### config.mk
export PLATFORM = sky130hd
export DESIGN_NAME = can_rx_irq_enable_gating
export DESIGN_NICKNAME = d
export VERILOG_FILES = /design/src/core/can_rx_pkg.sv /design/src/core/can_state_track.sv /design/src/core/can_rx_irq_enable_gating.sv
export VERILOG_INCLUDE_DIRS = /design/src /design/src/core
export SDC_FILE = /design/constraint.sdc
export NUM_CORES = 1
export LEC_CHECK = 0
export ABC_AREA = 1
export BUFFER_PORTS_ARGS = -buffer_cell sky130_fd_sc_hd__buf_2
export CAP_MARGIN = 5
export CORE_MARGIN = 4
export CORE_UTILIZATION = 35
export DETAILED_ROUTE_END_ITERATION = 6
export GPL_TIMING_DRIVEN = 0
export PLACE_DENSITY = 0.77
export SLEW_MARGIN = 10
export SYNTH_ARGS = -nofsm -noshare
export SYNTH_HDL_FRONTEND = slang
export SYNTH_SLANG_ARGS = --single-unit
### constraint.sdc
create_clock -name hclk -period 4.6 [get_ports hclk]
set_input_delay 0.23 -clock hclk [delete_from_list [all_inputs] [get_ports hclk]]
set_output_delay 0.23 -clock hclk [all_outputs]
set_load 0.01 [all_outputs]
### src/core/can_rx_consts.svh
// Constants for the receiver interrupt enable and status-change block.
//
// Contract
// - Enable bits sit at reset value while init request and acknowledge both set.
// - Enable register writes land only when init request and acknowledge clear.
// - Both sensitivity fields keep their values through initialization mode.
// - Wake enable bit 7 gates the wake flag onto the wake request.
// - Status change enable bit 6 gates the status change flag onto error request.
// - Receiver sensitivity 5:4 picks which receiver state changes raise the flag.
// - Transmitter sensitivity 3:2 picks which transmitter changes raise the flag.
// - Receiver state bits track real state, updated only with no change pending.
// - Transmitter state bits track real state, updated only with no change pending.
// - Overrun enable bit 1 gates the overrun flag onto the error request.
// - Receive full enable bit 0 gates receive full flag onto receive request.
// - Transmitter leaving bus-off to OK forces receiver state to OK together.
// - Receiver code: 00 up to 96, 01 to 127, 10 above, 11 bus-off.
`ifndef CAN_RX_CONSTS_SVH
`define CAN_RX_CONSTS_SVH

// ==========================================================================
// Register byte offsets.
`define OFS_RX_INTERRUPT_ENABLE 8'h00
`define OFS_RX_FLAG_REGISTER 8'h04
`define OFS_CONTROL 8'h08

// ==========================================================================
// Field positions of the enable, flag and control registers.
`define BIT_WAKE 7
`define BIT_STATUS_CHANGE 6
`define BIT_OVERRUN 1
`define BIT_RX_FULL 0
`define EVENT_MASK 8'hC3
`define SENS_MASK 8'h3C
`define BIT_INIT_REQUEST 0
`define BIT_INIT_ACKNOWLEDGE 1
`define BIT_WAKE_FUNCTION 2

// ==========================================================================
// Reset values.
`define RX_INTERRUPT_ENABLE_RESET 8'h00
`define RX_FLAG_RESET 8'h00

// ==========================================================================
// Error count limits (96, 127, 255) and state and sensitivity codes.
`define WARN_LIMIT 9'h060
`define PASSIVE_LIMIT 9'h07F
`define BUSOFF_LIMIT 9'h0FF
`define ST_OK 2'h0
`define ST_WARN 2'h1
`define ST_PASSIVE 2'h2
`define ST_BUSOFF 2'h3
`define SENS_NONE 2'h0
`define SENS_BUSOFF 2'h1
`define SENS_PASSIVE 2'h2
`define SENS_ALL 2'h3

`endif

### src/core/can_rx_pkg.sv
// Types shared by the receiver interrupt enable block.
package can_rx_pkg;

  // Bus slave states, one-hot.
  typedef enum logic [1:0] {
    BUS_IDLE = 2'b01,
    BUS_READ = 2'b10
  } bus_state_t;

  // Two-bit error state code.
  typedef logic [1:0] err_state_t;

endpackage

### src/core/can_state_track.sv
// Error state tracking and status-change detection.
`timescale 1ns/10ps
`default_nettype none
`include "can_rx_consts.svh"

module can_state_track (
  // Clock and reset.
  input wire logic hclk,
  input wire logic hresetn,
  // Error counters from the protocol engine.
  input wire logic [8:0] rx_err_count,
  input wire logic [8:0] tx_err_count,
  // Sensitivity and the pending status change flag.
  input wire logic [1:0] rx_sens,
  input wire logic [1:0] tx_sens,
  input wire logic flag_pending,
  // Reported state bits and the change event.
  output logic [1:0] rx_state_bits,
  output logic [1:0] tx_state_bits,
  output logic status_change
);

  // ========================================================================
  // Decoders.
  function automatic can_rx_pkg::err_state_t level_of(input logic [8:0] cnt);
    if (cnt > `BUSOFF_LIMIT) begin
      return `ST_BUSOFF;
    end else if (cnt > `PASSIVE_LIMIT) begin
      return `ST_PASSIVE;
    end else if (cnt > `WARN_LIMIT) begin
      return `ST_WARN;
    end
    return `ST_OK;
  endfunction

  // A change counts when it crosses the boundary chosen by the sensitivity.
  function automatic logic sens_hit(input logic [1:0] sens, input logic [1:0] a,
                                    input logic [1:0] b);
    logic boff;
    boff = (a == `ST_BUSOFF) != (b == `ST_BUSOFF);
    case (sens)
      `SENS_BUSOFF: return boff;
      `SENS_PASSIVE: return boff || (a[1] != b[1]);
      `SENS_ALL: return a != b;
      default: return 1'b0;
    endcase
  endfunction

  // ========================================================================
  // Actual states.
  can_rx_pkg::err_state_t tx_now;
  can_rx_pkg::err_state_t rx_cnt_level;
  can_rx_pkg::err_state_t rx_now;
  logic tx_recover;
  logic update;
  assign tx_now = level_of(tx_err_count);
  assign rx_cnt_level = level_of(rx_err_count);
  // The receive counter has no bus-off of its own, so it tops out at passive.
  assign tx_recover = (tx_state_bits == `ST_BUSOFF) && (tx_now == `ST_OK);
  assign rx_now = (tx_now == `ST_BUSOFF) ? `ST_BUSOFF :
                  tx_recover ? `ST_OK :
                  (rx_cnt_level == `ST_BUSOFF) ? `ST_PASSIVE : rx_cnt_level;

  // Reported bits freeze while a status change is pending.
  assign update = !flag_pending && ((rx_now != rx_state_bits) || (tx_now != tx_state_bits));
  assign status_change = update && (sens_hit(rx_sens, rx_state_bits, rx_now) ||
                                    sens_hit(tx_sens, tx_state_bits, tx_now));

  // State bit registers.
  always_ff @(posedge hclk or negedge hresetn) begin
    if (!hresetn) begin
      rx_state_bits <= `ST_OK;
      tx_state_bits <= `ST_OK;
    end else if (update) begin
      rx_state_bits <= rx_now;
      tx_state_bits <= tx_now;
    end
  end
endmodule

`default_nettype wire

### src/core/can_rx_irq_enable_gating.sv
// Receiver interrupt enable register, event flags and request gating.
`timescale 1ns/10ps
`default_nettype none
`include "can_rx_consts.svh"

module can_rx_irq_enable_gating (
  // Clock and reset.
  input wire logic hclk,
  input wire logic hresetn,
  // AHB-Lite slave.
  input wire logic hsel,
  input wire logic [31:0] haddr,
  input wire logic [1:0] htrans,
  input wire logic hwrite,
  input wire logic [2:0] hsize,
  input wire logic [31:0] hwdata,
  input wire logic hready,
  output logic [31:0] hrdata,
  output logic hreadyout,
  output logic hresp,
  // Protocol engine events and counters.
  input wire logic wake_activity,
  input wire logic overrun_event,
  input wire logic rx_full_event,
  input wire logic [8:0] rx_err_count,
  input wire logic [8:0] tx_err_count,
  // Control seen by the protocol engine.
  output logic init_acknowledge,
  output logic wake_function_en,
  // Interrupt requests.
  output logic wake_irq,
  output logic err_irq,
  output logic rx_irq,
  output logic irq
);

  // ========================================================================
  // Storage.
  can_rx_pkg::bus_state_t bus_state_q;
  can_rx_pkg::bus_state_t bus_state_d;
  logic [7:0] addr_q;
  logic wr_pend_q;
  logic [7:0] rx_interrupt_enable_q;
  logic [7:0] rx_interrupt_enable_d;
  logic [7:0] flag_q;
  logic [7:0] flag_d;
  logic init_request_q;
  logic init_ack_q;
  logic wake_fn_q;
  logic [31:0] hrdata_q;
  logic hreadyout_q;
  logic wake_irq_q;
  logic err_irq_q;
  logic rx_irq_q;
  logic irq_q;

  // ========================================================================
  // Bus decode.
  wire take = hsel && hready && htrans[1];
  wire take_read = take && !hwrite;
  wire in_read = (bus_state_q == can_rx_pkg::BUS_READ);
  wire hit_rie = (addr_q == `OFS_RX_INTERRUPT_ENABLE);
  wire hit_flag = (addr_q == `OFS_RX_FLAG_REGISTER);
  wire hit_ctl = (addr_q == `OFS_CONTROL);
  wire wr_rie = wr_pend_q && hit_rie;
  wire wr_ctl = wr_pend_q && hit_ctl;
  wire rd_clear = in_read && hit_flag;

  // Bus state steps: a read waits one cycle so a write just before it lands first.
  always_comb begin
    case (bus_state_q)
      can_rx_pkg::BUS_IDLE: bus_state_d = take_read ? can_rx_pkg::BUS_READ :
                                                      can_rx_pkg::BUS_IDLE;
      can_rx_pkg::BUS_READ: bus_state_d = can_rx_pkg::BUS_IDLE;
      default: bus_state_d = can_rx_pkg::BUS_IDLE;
    endcase
  end

  // Address phase capture.
  always_ff @(posedge hclk or negedge hresetn) begin
    if (!hresetn) begin
      bus_state_q <= can_rx_pkg::BUS_IDLE;
      addr_q <= 8'h00;
      wr_pend_q <= 1'b0;
    end else begin
      bus_state_q <= bus_state_d;
      wr_pend_q <= take && hwrite;
      if (take) begin
        addr_q <= haddr[7:0];
      end
    end
  end

  // ========================================================================
  // Initialization mode. Acknowledge follows request one cycle later.
  wire in_init = init_request_q && init_ack_q;
  wire write_ok = !init_request_q && !init_ack_q;

  // Control register, writable at any time.
  always_ff @(posedge hclk or negedge hresetn) begin
    if (!hresetn) begin
      init_request_q <= 1'b0;
      init_ack_q <= 1'b0;
      wake_fn_q <= 1'b0;
    end else begin
      init_ack_q <= init_request_q;
      if (wr_ctl) begin
        init_request_q <= hwdata[`BIT_INIT_REQUEST];
        wake_fn_q <= hwdata[`BIT_WAKE_FUNCTION];
      end
    end
  end

  // ========================================================================
  // Enable register. Writes during the request handshake are dropped silently,
  // since the write would race the hold that follows.
  wire [7:0] init_hold = (rx_interrupt_enable_q & `SENS_MASK) |
                         (`RX_INTERRUPT_ENABLE_RESET & ~`SENS_MASK);
  assign rx_interrupt_enable_d = (wr_rie && write_ok) ? hwdata[7:0] :
                                 in_init ? init_hold :
                                 rx_interrupt_enable_q;

  always_ff @(posedge hclk or negedge hresetn) begin
    if (!hresetn) begin
      rx_interrupt_enable_q <= `RX_INTERRUPT_ENABLE_RESET;
    end else begin
      rx_interrupt_enable_q <= rx_interrupt_enable_d;
    end
  end

  wire [1:0] rx_sens = rx_interrupt_enable_q[5:4];
  wire [1:0] tx_sens = rx_interrupt_enable_q[3:2];

  // ========================================================================
  // State tracking.
  logic [1:0] rx_state_bits;
  logic [1:0] tx_state_bits;
  logic status_change;

  can_state_track u_track (
    .hclk(hclk),
    .hresetn(hresetn),
    .rx_err_count(rx_err_count),
    .tx_err_count(tx_err_count),
    .rx_sens(rx_sens),
    .tx_sens(tx_sens),
    .flag_pending(flag_q[`BIT_STATUS_CHANGE]),
    .rx_state_bits(rx_state_bits),
    .tx_state_bits(tx_state_bits),
    .status_change(status_change)
  );

  // ========================================================================
  // Event flags: sticky, cleared by a read, and a new event beats the clear.
  wire wake_set = wake_activity && wake_fn_q;
  wire [7:0] flag_set = {wake_set, status_change, 4'h0, overrun_event, rx_full_event};
  wire [7:0] flag_keep = rd_clear ? 8'h00 : (flag_q & `EVENT_MASK);
  assign flag_d = flag_set | flag_keep;

  always_ff @(posedge hclk or negedge hresetn) begin
    if (!hresetn) begin
      flag_q <= `RX_FLAG_RESET;
    end else begin
      flag_q <= flag_d;
    end
  end

  // ========================================================================
  // Request gating.
  wire [7:0] pend = flag_q & rx_interrupt_enable_q & `EVENT_MASK;
  wire wake_req = pend[`BIT_WAKE];
  wire err_req = pend[`BIT_STATUS_CHANGE] || pend[`BIT_OVERRUN];
  wire rx_req = pend[`BIT_RX_FULL];

  always_ff @(posedge hclk or negedge hresetn) begin
    if (!hresetn) begin
      wake_irq_q <= 1'b0;
      err_irq_q <= 1'b0;
      rx_irq_q <= 1'b0;
      irq_q <= 1'b0;
    end else begin
      wake_irq_q <= wake_req;
      err_irq_q <= err_req;
      rx_irq_q <= rx_req;
      irq_q <= |pend;
    end
  end

  // ========================================================================
  // Read data. Upper bits read as zero, unmapped offsets read as zero.
  wire [7:0] flag_view = {flag_q[7:6], rx_state_bits, tx_state_bits, flag_q[1:0]};
  wire [7:0] ctl_view = {5'h00, wake_fn_q, init_ack_q, init_request_q};
  wire [7:0] rd_byte = hit_rie ? rx_interrupt_enable_q :
                       hit_flag ? flag_view :
                       hit_ctl ? ctl_view : 8'h00;

  always_ff @(posedge hclk or negedge hresetn) begin
    if (!hresetn) begin
      hrdata_q <= 32'h0000_0000;
      hreadyout_q <= 1'b1;
    end else begin
      hreadyout_q <= !take_read;
      if (in_read) begin
        hrdata_q <= {24'h00_0000, rd_byte};
      end
    end
  end

  // ========================================================================
  // Outputs.
  assign hrdata = hrdata_q;
  assign hreadyout = hreadyout_q;
  assign hresp = 1'b0;
  assign init_acknowledge = init_ack_q;
  assign wake_function_en = wake_fn_q;
  assign wake_irq = wake_irq_q;
  assign err_irq = err_irq_q;
  assign rx_irq = rx_irq_q;
  assign irq = irq_q;
endmodule

`default_nettype wire

* Yosys cells after proc, flatten, opt, wreduce, memory -nomap -nowiden *
Cells that the tools add are included.

word-level totals
  bits in registers = 47
  input port bits = 95
  output and inout bits = 40
  logic and storage cells = 103

cells by class
  order comparisons = 6
  equality and inequality tests = 23
  mux-type cells = 27
  bitwise operators = 2
  reduce and logical (&&, ||, !) cells = 28

operators by type and width
  kind                                                 number
  two-way mux 8 bit                                    5
  > comparator 9 x 7 -> 1 bit, second input constant   4
  two-way mux 2 bit                                    13
  equality test 2 bit, second input constant           10
  > comparator 9 x 8 -> 1 bit, second input constant   2
  logical AND 1 bit                                    14
  AND 8 bit                                            1
  equality test 8 x 3 -> 1 bit, second input constant  1
  equality test 8 x 4 -> 1 bit, second input constant  1
  zero test 8 bit                                      1
  inequality test 2 bit                                4
  bitwise OR 8 bit                                     1
  equality test 2 x 1 -> 1 bit, second input constant  3
  two-way mux 1 bit                                    6
  case mux 1 bit (3 select lines)                      2
  zero test 1 bit                                      5
  logical OR 1 bit                                     5
  inequality test 1 bit                                4
  OR reduction 4 bit                                   1
  two-way mux 3 bit                                    1
  zero test 2 bit                                      1
  nonzero test 2 bit                                   1

* Longest topological paths before layout *
  depth in word-level cells = 16
  gate-level depth with buffers = 14
  depth with buffers taken out = 14

* By module *
Synthesis repeated with hierarchy kept, for this count alone.

unflattened totals
  cells, all modules = 296
  area, all modules = 2366.0 um^2

by module, submodules not included
  module                    instances  cells each  area an instance (um^2)
  can_rx_irq_enable_gating  1          209         1841.8
  can_state_track           1          87          524.3

* Worst setup path before layout *
No wires, ideal clock.

  path kind = flip-flop to flip-flop
  from = register addr_q[1]
  to = register rx_interrupt_enable_q[4]
  library setup time = 0.122 ns
  data arrival time = 1.329 ns
  required time = 4.478 ns
  path slack = 3.149 ns
  stages on the path, launching flop included = 8
  buffers on the path = 1
  period minus slack after synthesis = 1.451 ns
  cell sequence = dfrtp_1 > nor2_4 > inv_2 > nor4_4 > nand4_2 > buf_6 > nor2_1 > a21oi_1

between the ends
  cells in the longest elaborated chain, start to end = 4

RTL lines
  item                           RTL line                         RTL
  start: declaration             can_rx_irq_enable_gating.sv:41   logic [7:0] addr_q;
  start signal: assignment       can_rx_irq_enable_gating.sv:89   addr_q <= haddr[7:0];
  zero test 8 bit (no line) (*)  --
  logical AND 1 bit (*)          can_rx_irq_enable_gating.sv:65   wire wr_rie = wr_pend_q && hit_rie;
  logical AND 1 bit (*)          can_rx_irq_enable_gating.sv:119  assign rx_interrupt_enable_d = (wr_rie && write_ok) ? hwdata[7:0] :
  two-way mux 8 bit              can_rx_irq_enable_gating.sv:119
  end signal: assignment         can_rx_irq_enable_gating.sv:125  rx_interrupt_enable_q <= `RX_INTERRUPT_ENABLE_RESET;
  end signal: assignment         can_rx_irq_enable_gating.sv:127  rx_interrupt_enable_q <= rx_interrupt_enable_d;
  end: declaration               can_rx_irq_enable_gating.sv:43   logic [7:0] rx_interrupt_enable_q;

Every way passes the cells marked *; elsewhere a longest branch is shown, timed or not.
A chain may end at the register's enable or synchronous reset.

* Worst setup path in the final report *
Same ends and word-level chain as after synthesis.

==> metrics.csv <==
metric,value,unit
internal power,0.618,mW
Worst Path Required,4780,ps
max incr delay on CP,410,ps
postcts setup bufs,0,
Filler cells,629,
Final Max Slew Viols,0,
Syn Inst Count,262,
startpoint types,flop,
Max Cap Violations,0,
Final Cycle Share,36.5,%
Starting DRT DRC Count,82,
latest clock arrival within the worst-skew pair,290,ps
most frequent cells in the layout,"61 x nand2_1, 57 x buf_2, 41 x dfrtp_1",
Syn Std Cell Area,2280,µm²
Switching Share,31.2,%
first-pass GRT wire length,7.49,mm
Crit-path slowest cell,dfrtp_1,
worst vdd ir,0.000166,V
"Design Area, Final",2830,µm²
GP Congestion,0.842,
Antenna Violating Nets Remaining,0,
WP buf/inv,2,
vias,1850,
area grow syn2layout,24.3,%
CP top delay family,simple AND/OR/NAND/NOR gates,
"most common cell after layout, fill and taps aside",nand2_1,
setup ws final,2920,ps
vias per inst,4.32,
CTS Hold Bufs,0,
clock power share,25.0,%
syn avg cell area,8.69,µm²
H-tree depth,2,
largest cells by area after synthesis,"dfrtp_1 45%, nand2_1 10%, buf_4 8.2%",
layout net count,445,
# setup viols final,0,
Top Ports,135,
count of different cell masters after synthesis,35,
initial antenna violation count,0,
vias in the first global route,1713,
Yosys top cell area share,45.1,%
fin cells,428,
Final Power,0.899,mW
Post-DP HPWL,3.76,mm
TritonCTS clock tree,yes,
PwrDens,318,nW/µm²
Max Freq,596,MHz
layout cells sized above 1,32.8,%
total gr overflow,0,
setup tns final,0,ps
Port Buf Inserts,57,
LEAKAGE,1.62,nW
WL per Instance,10.9,µm
crit path cell chain,nor2_4 > inv_2 > nor4_4 > nand4_2 > buf_6 > nor2_1 > a21oi_1,
CP Class,flop to flop,
run status,"complete, no violations",
Die Y,88.7,µm
sequential cell fraction of total power,49.9,%
dpl cell area,2750,µm²
post-CTS sizing,0,
chip width,88.7,µm
# DRC,0,
# rows,29,
Placed Instances,420,
worst hold path class,input pin to asynchronous set/reset pin,
"CTS clk-pin slew, worst paths",80,ps
Final Hold Viols,0,
Max transition margin,38.7,%
crit path time final,1680,ps
Yosys reg bits,43,
Root Driver,clkbuf_8,
DRT Pass-1 Iters,4,
Synth Warn #,0,
diode count,0,
CTS Buf Count,5,
worst slew pin tran,920,ps
Final Routed Wirelength,4.67,mm
Die Area,7860,µm²
RSZ-0062 raised after global routing,no,
Yosys top cell by area,dfrtp_1,
sequential area share after synthesis,47.4,%
combinational power share,25.1,%
GRT Total Usage,12.2,%
critical path peak fanout,10,
skew final,11.3,ps
pin count of the biggest net entering global routing,44,
CTS sink cnt,43,
pre-CTS setup slack,2930,ps
crit path capture type,flop,
Max Root-Sink Buffers,2,
P_sw,0.281,mW
WP data arrival,1860,ps
area of the core,6350,µm²
Initial Utilization,35.9,%
power by group through the flow:
stage	Clock (mW)	Sequential (mW)	Combinational, mW
after global placement	0	0.453	0.219
after global routing	0.250	0.454	0.253
after floorplan	0	0.453	0.161
final	0.225	0.449	0.225
after detailed placement	0	0.456	0.225
after CTS	0.234	0.448	0.226
logic make-up after synthesis:
logic type	share of synthesized area [%]
flops	47.4
buf+inv	16.0
other cells	0.165
xor+xnor	1.15
compound gates	13.4
simple gates	22.0
path summary, 6_finish.rpt:
check                               start                  endpoint  slack [ps]  cells after the start
hold reg to reg            init_request_q          init_acknowledge         420                      0
max in group asynchronous         hresetn          init_acknowledge        3940                      1
setup reg to reg                addr_q[1]  rx_interrupt_enable_q[4]        2920                      7
hold / removal                    hresetn  u_track.rx_state_bits[0]          70                      1
setup / recovery                addr_q[1]  rx_interrupt_enable_q[4]        2920                      7
min in group hclk                haddr[6]                 addr_q[6]         130                      3
cell usage after synthesis:
cell and number:
nand2_1 61, dfrtp_1 41, inv_1 37, buf_4 25
nor2_1 16, o21ai_0 11, nand3_1 9, nand2_2 5
o21a_1 5, o21ai_1 5, o221ai_1 5, o22ai_2 4
a21oi_1 3, a21oi_2 3, o22ai_1 3, xor2_1 3
clkinv_1 2, dfstp_2 2, nand2_4 2, nand4_1 2
nand4_2 2, nor3_1 2, o21bai_1 2, a221oi_1 1
buf_6 1, conb_1 1, inv_2 1, inv_4 1
inv_6 1, nand3b_4 1, nor2_2 1, nor2_4 1
nor4_4 1, o21ai_2 1, or2_1 1
sequential cells by signal, summed over array words and instances, names as in the netlist, 2 cells and up:
register               count
hrdata                     8
flag_q                     4
bus_state_q                2
u_track.tx_state_bits      2
u_track.rx_state_bits      2
addr_q                     8
rx_interrupt_enable_q      8
routing by layer:
metal  share of wire, %  wire, µm  GRT usage, %
met5                  0         0             0
met4                1.9        91          3.57
met2                 50      2330          20.7
met1                 41      1930          15.2
met3                6.8       316          3.17
per-stage QoR:
stage / hold slack [ps] / utilization (%)
2_1_floorplan: -65.6 / -
4_1_cts: 110 / 44.6
3_3_place_gp: 386 / 43.3
5_1_grt: 129 / 44.6
3_5_place_dp: 398 / 43.3
6_report: 72.0 / 44.6
area by class of cell:
type | instances | area (µm²) | area share [%]
flip-flops and latches | 43 | 1080 | 38.1
multi-input cells | 175 | 925 | 32.7
repair buffers | 57 | 285 | 10.1
plain buffers | 26 | 199 | 7.03
inverters | 42 | 165 | 5.84
well taps | 77 | 96.3 | 3.40
clock buffers | 7 | 76.3 | 2.70
clock inverters | 1 | 5.00 | 0.177
No activity file was read; power rests on OpenSTA's default activity.
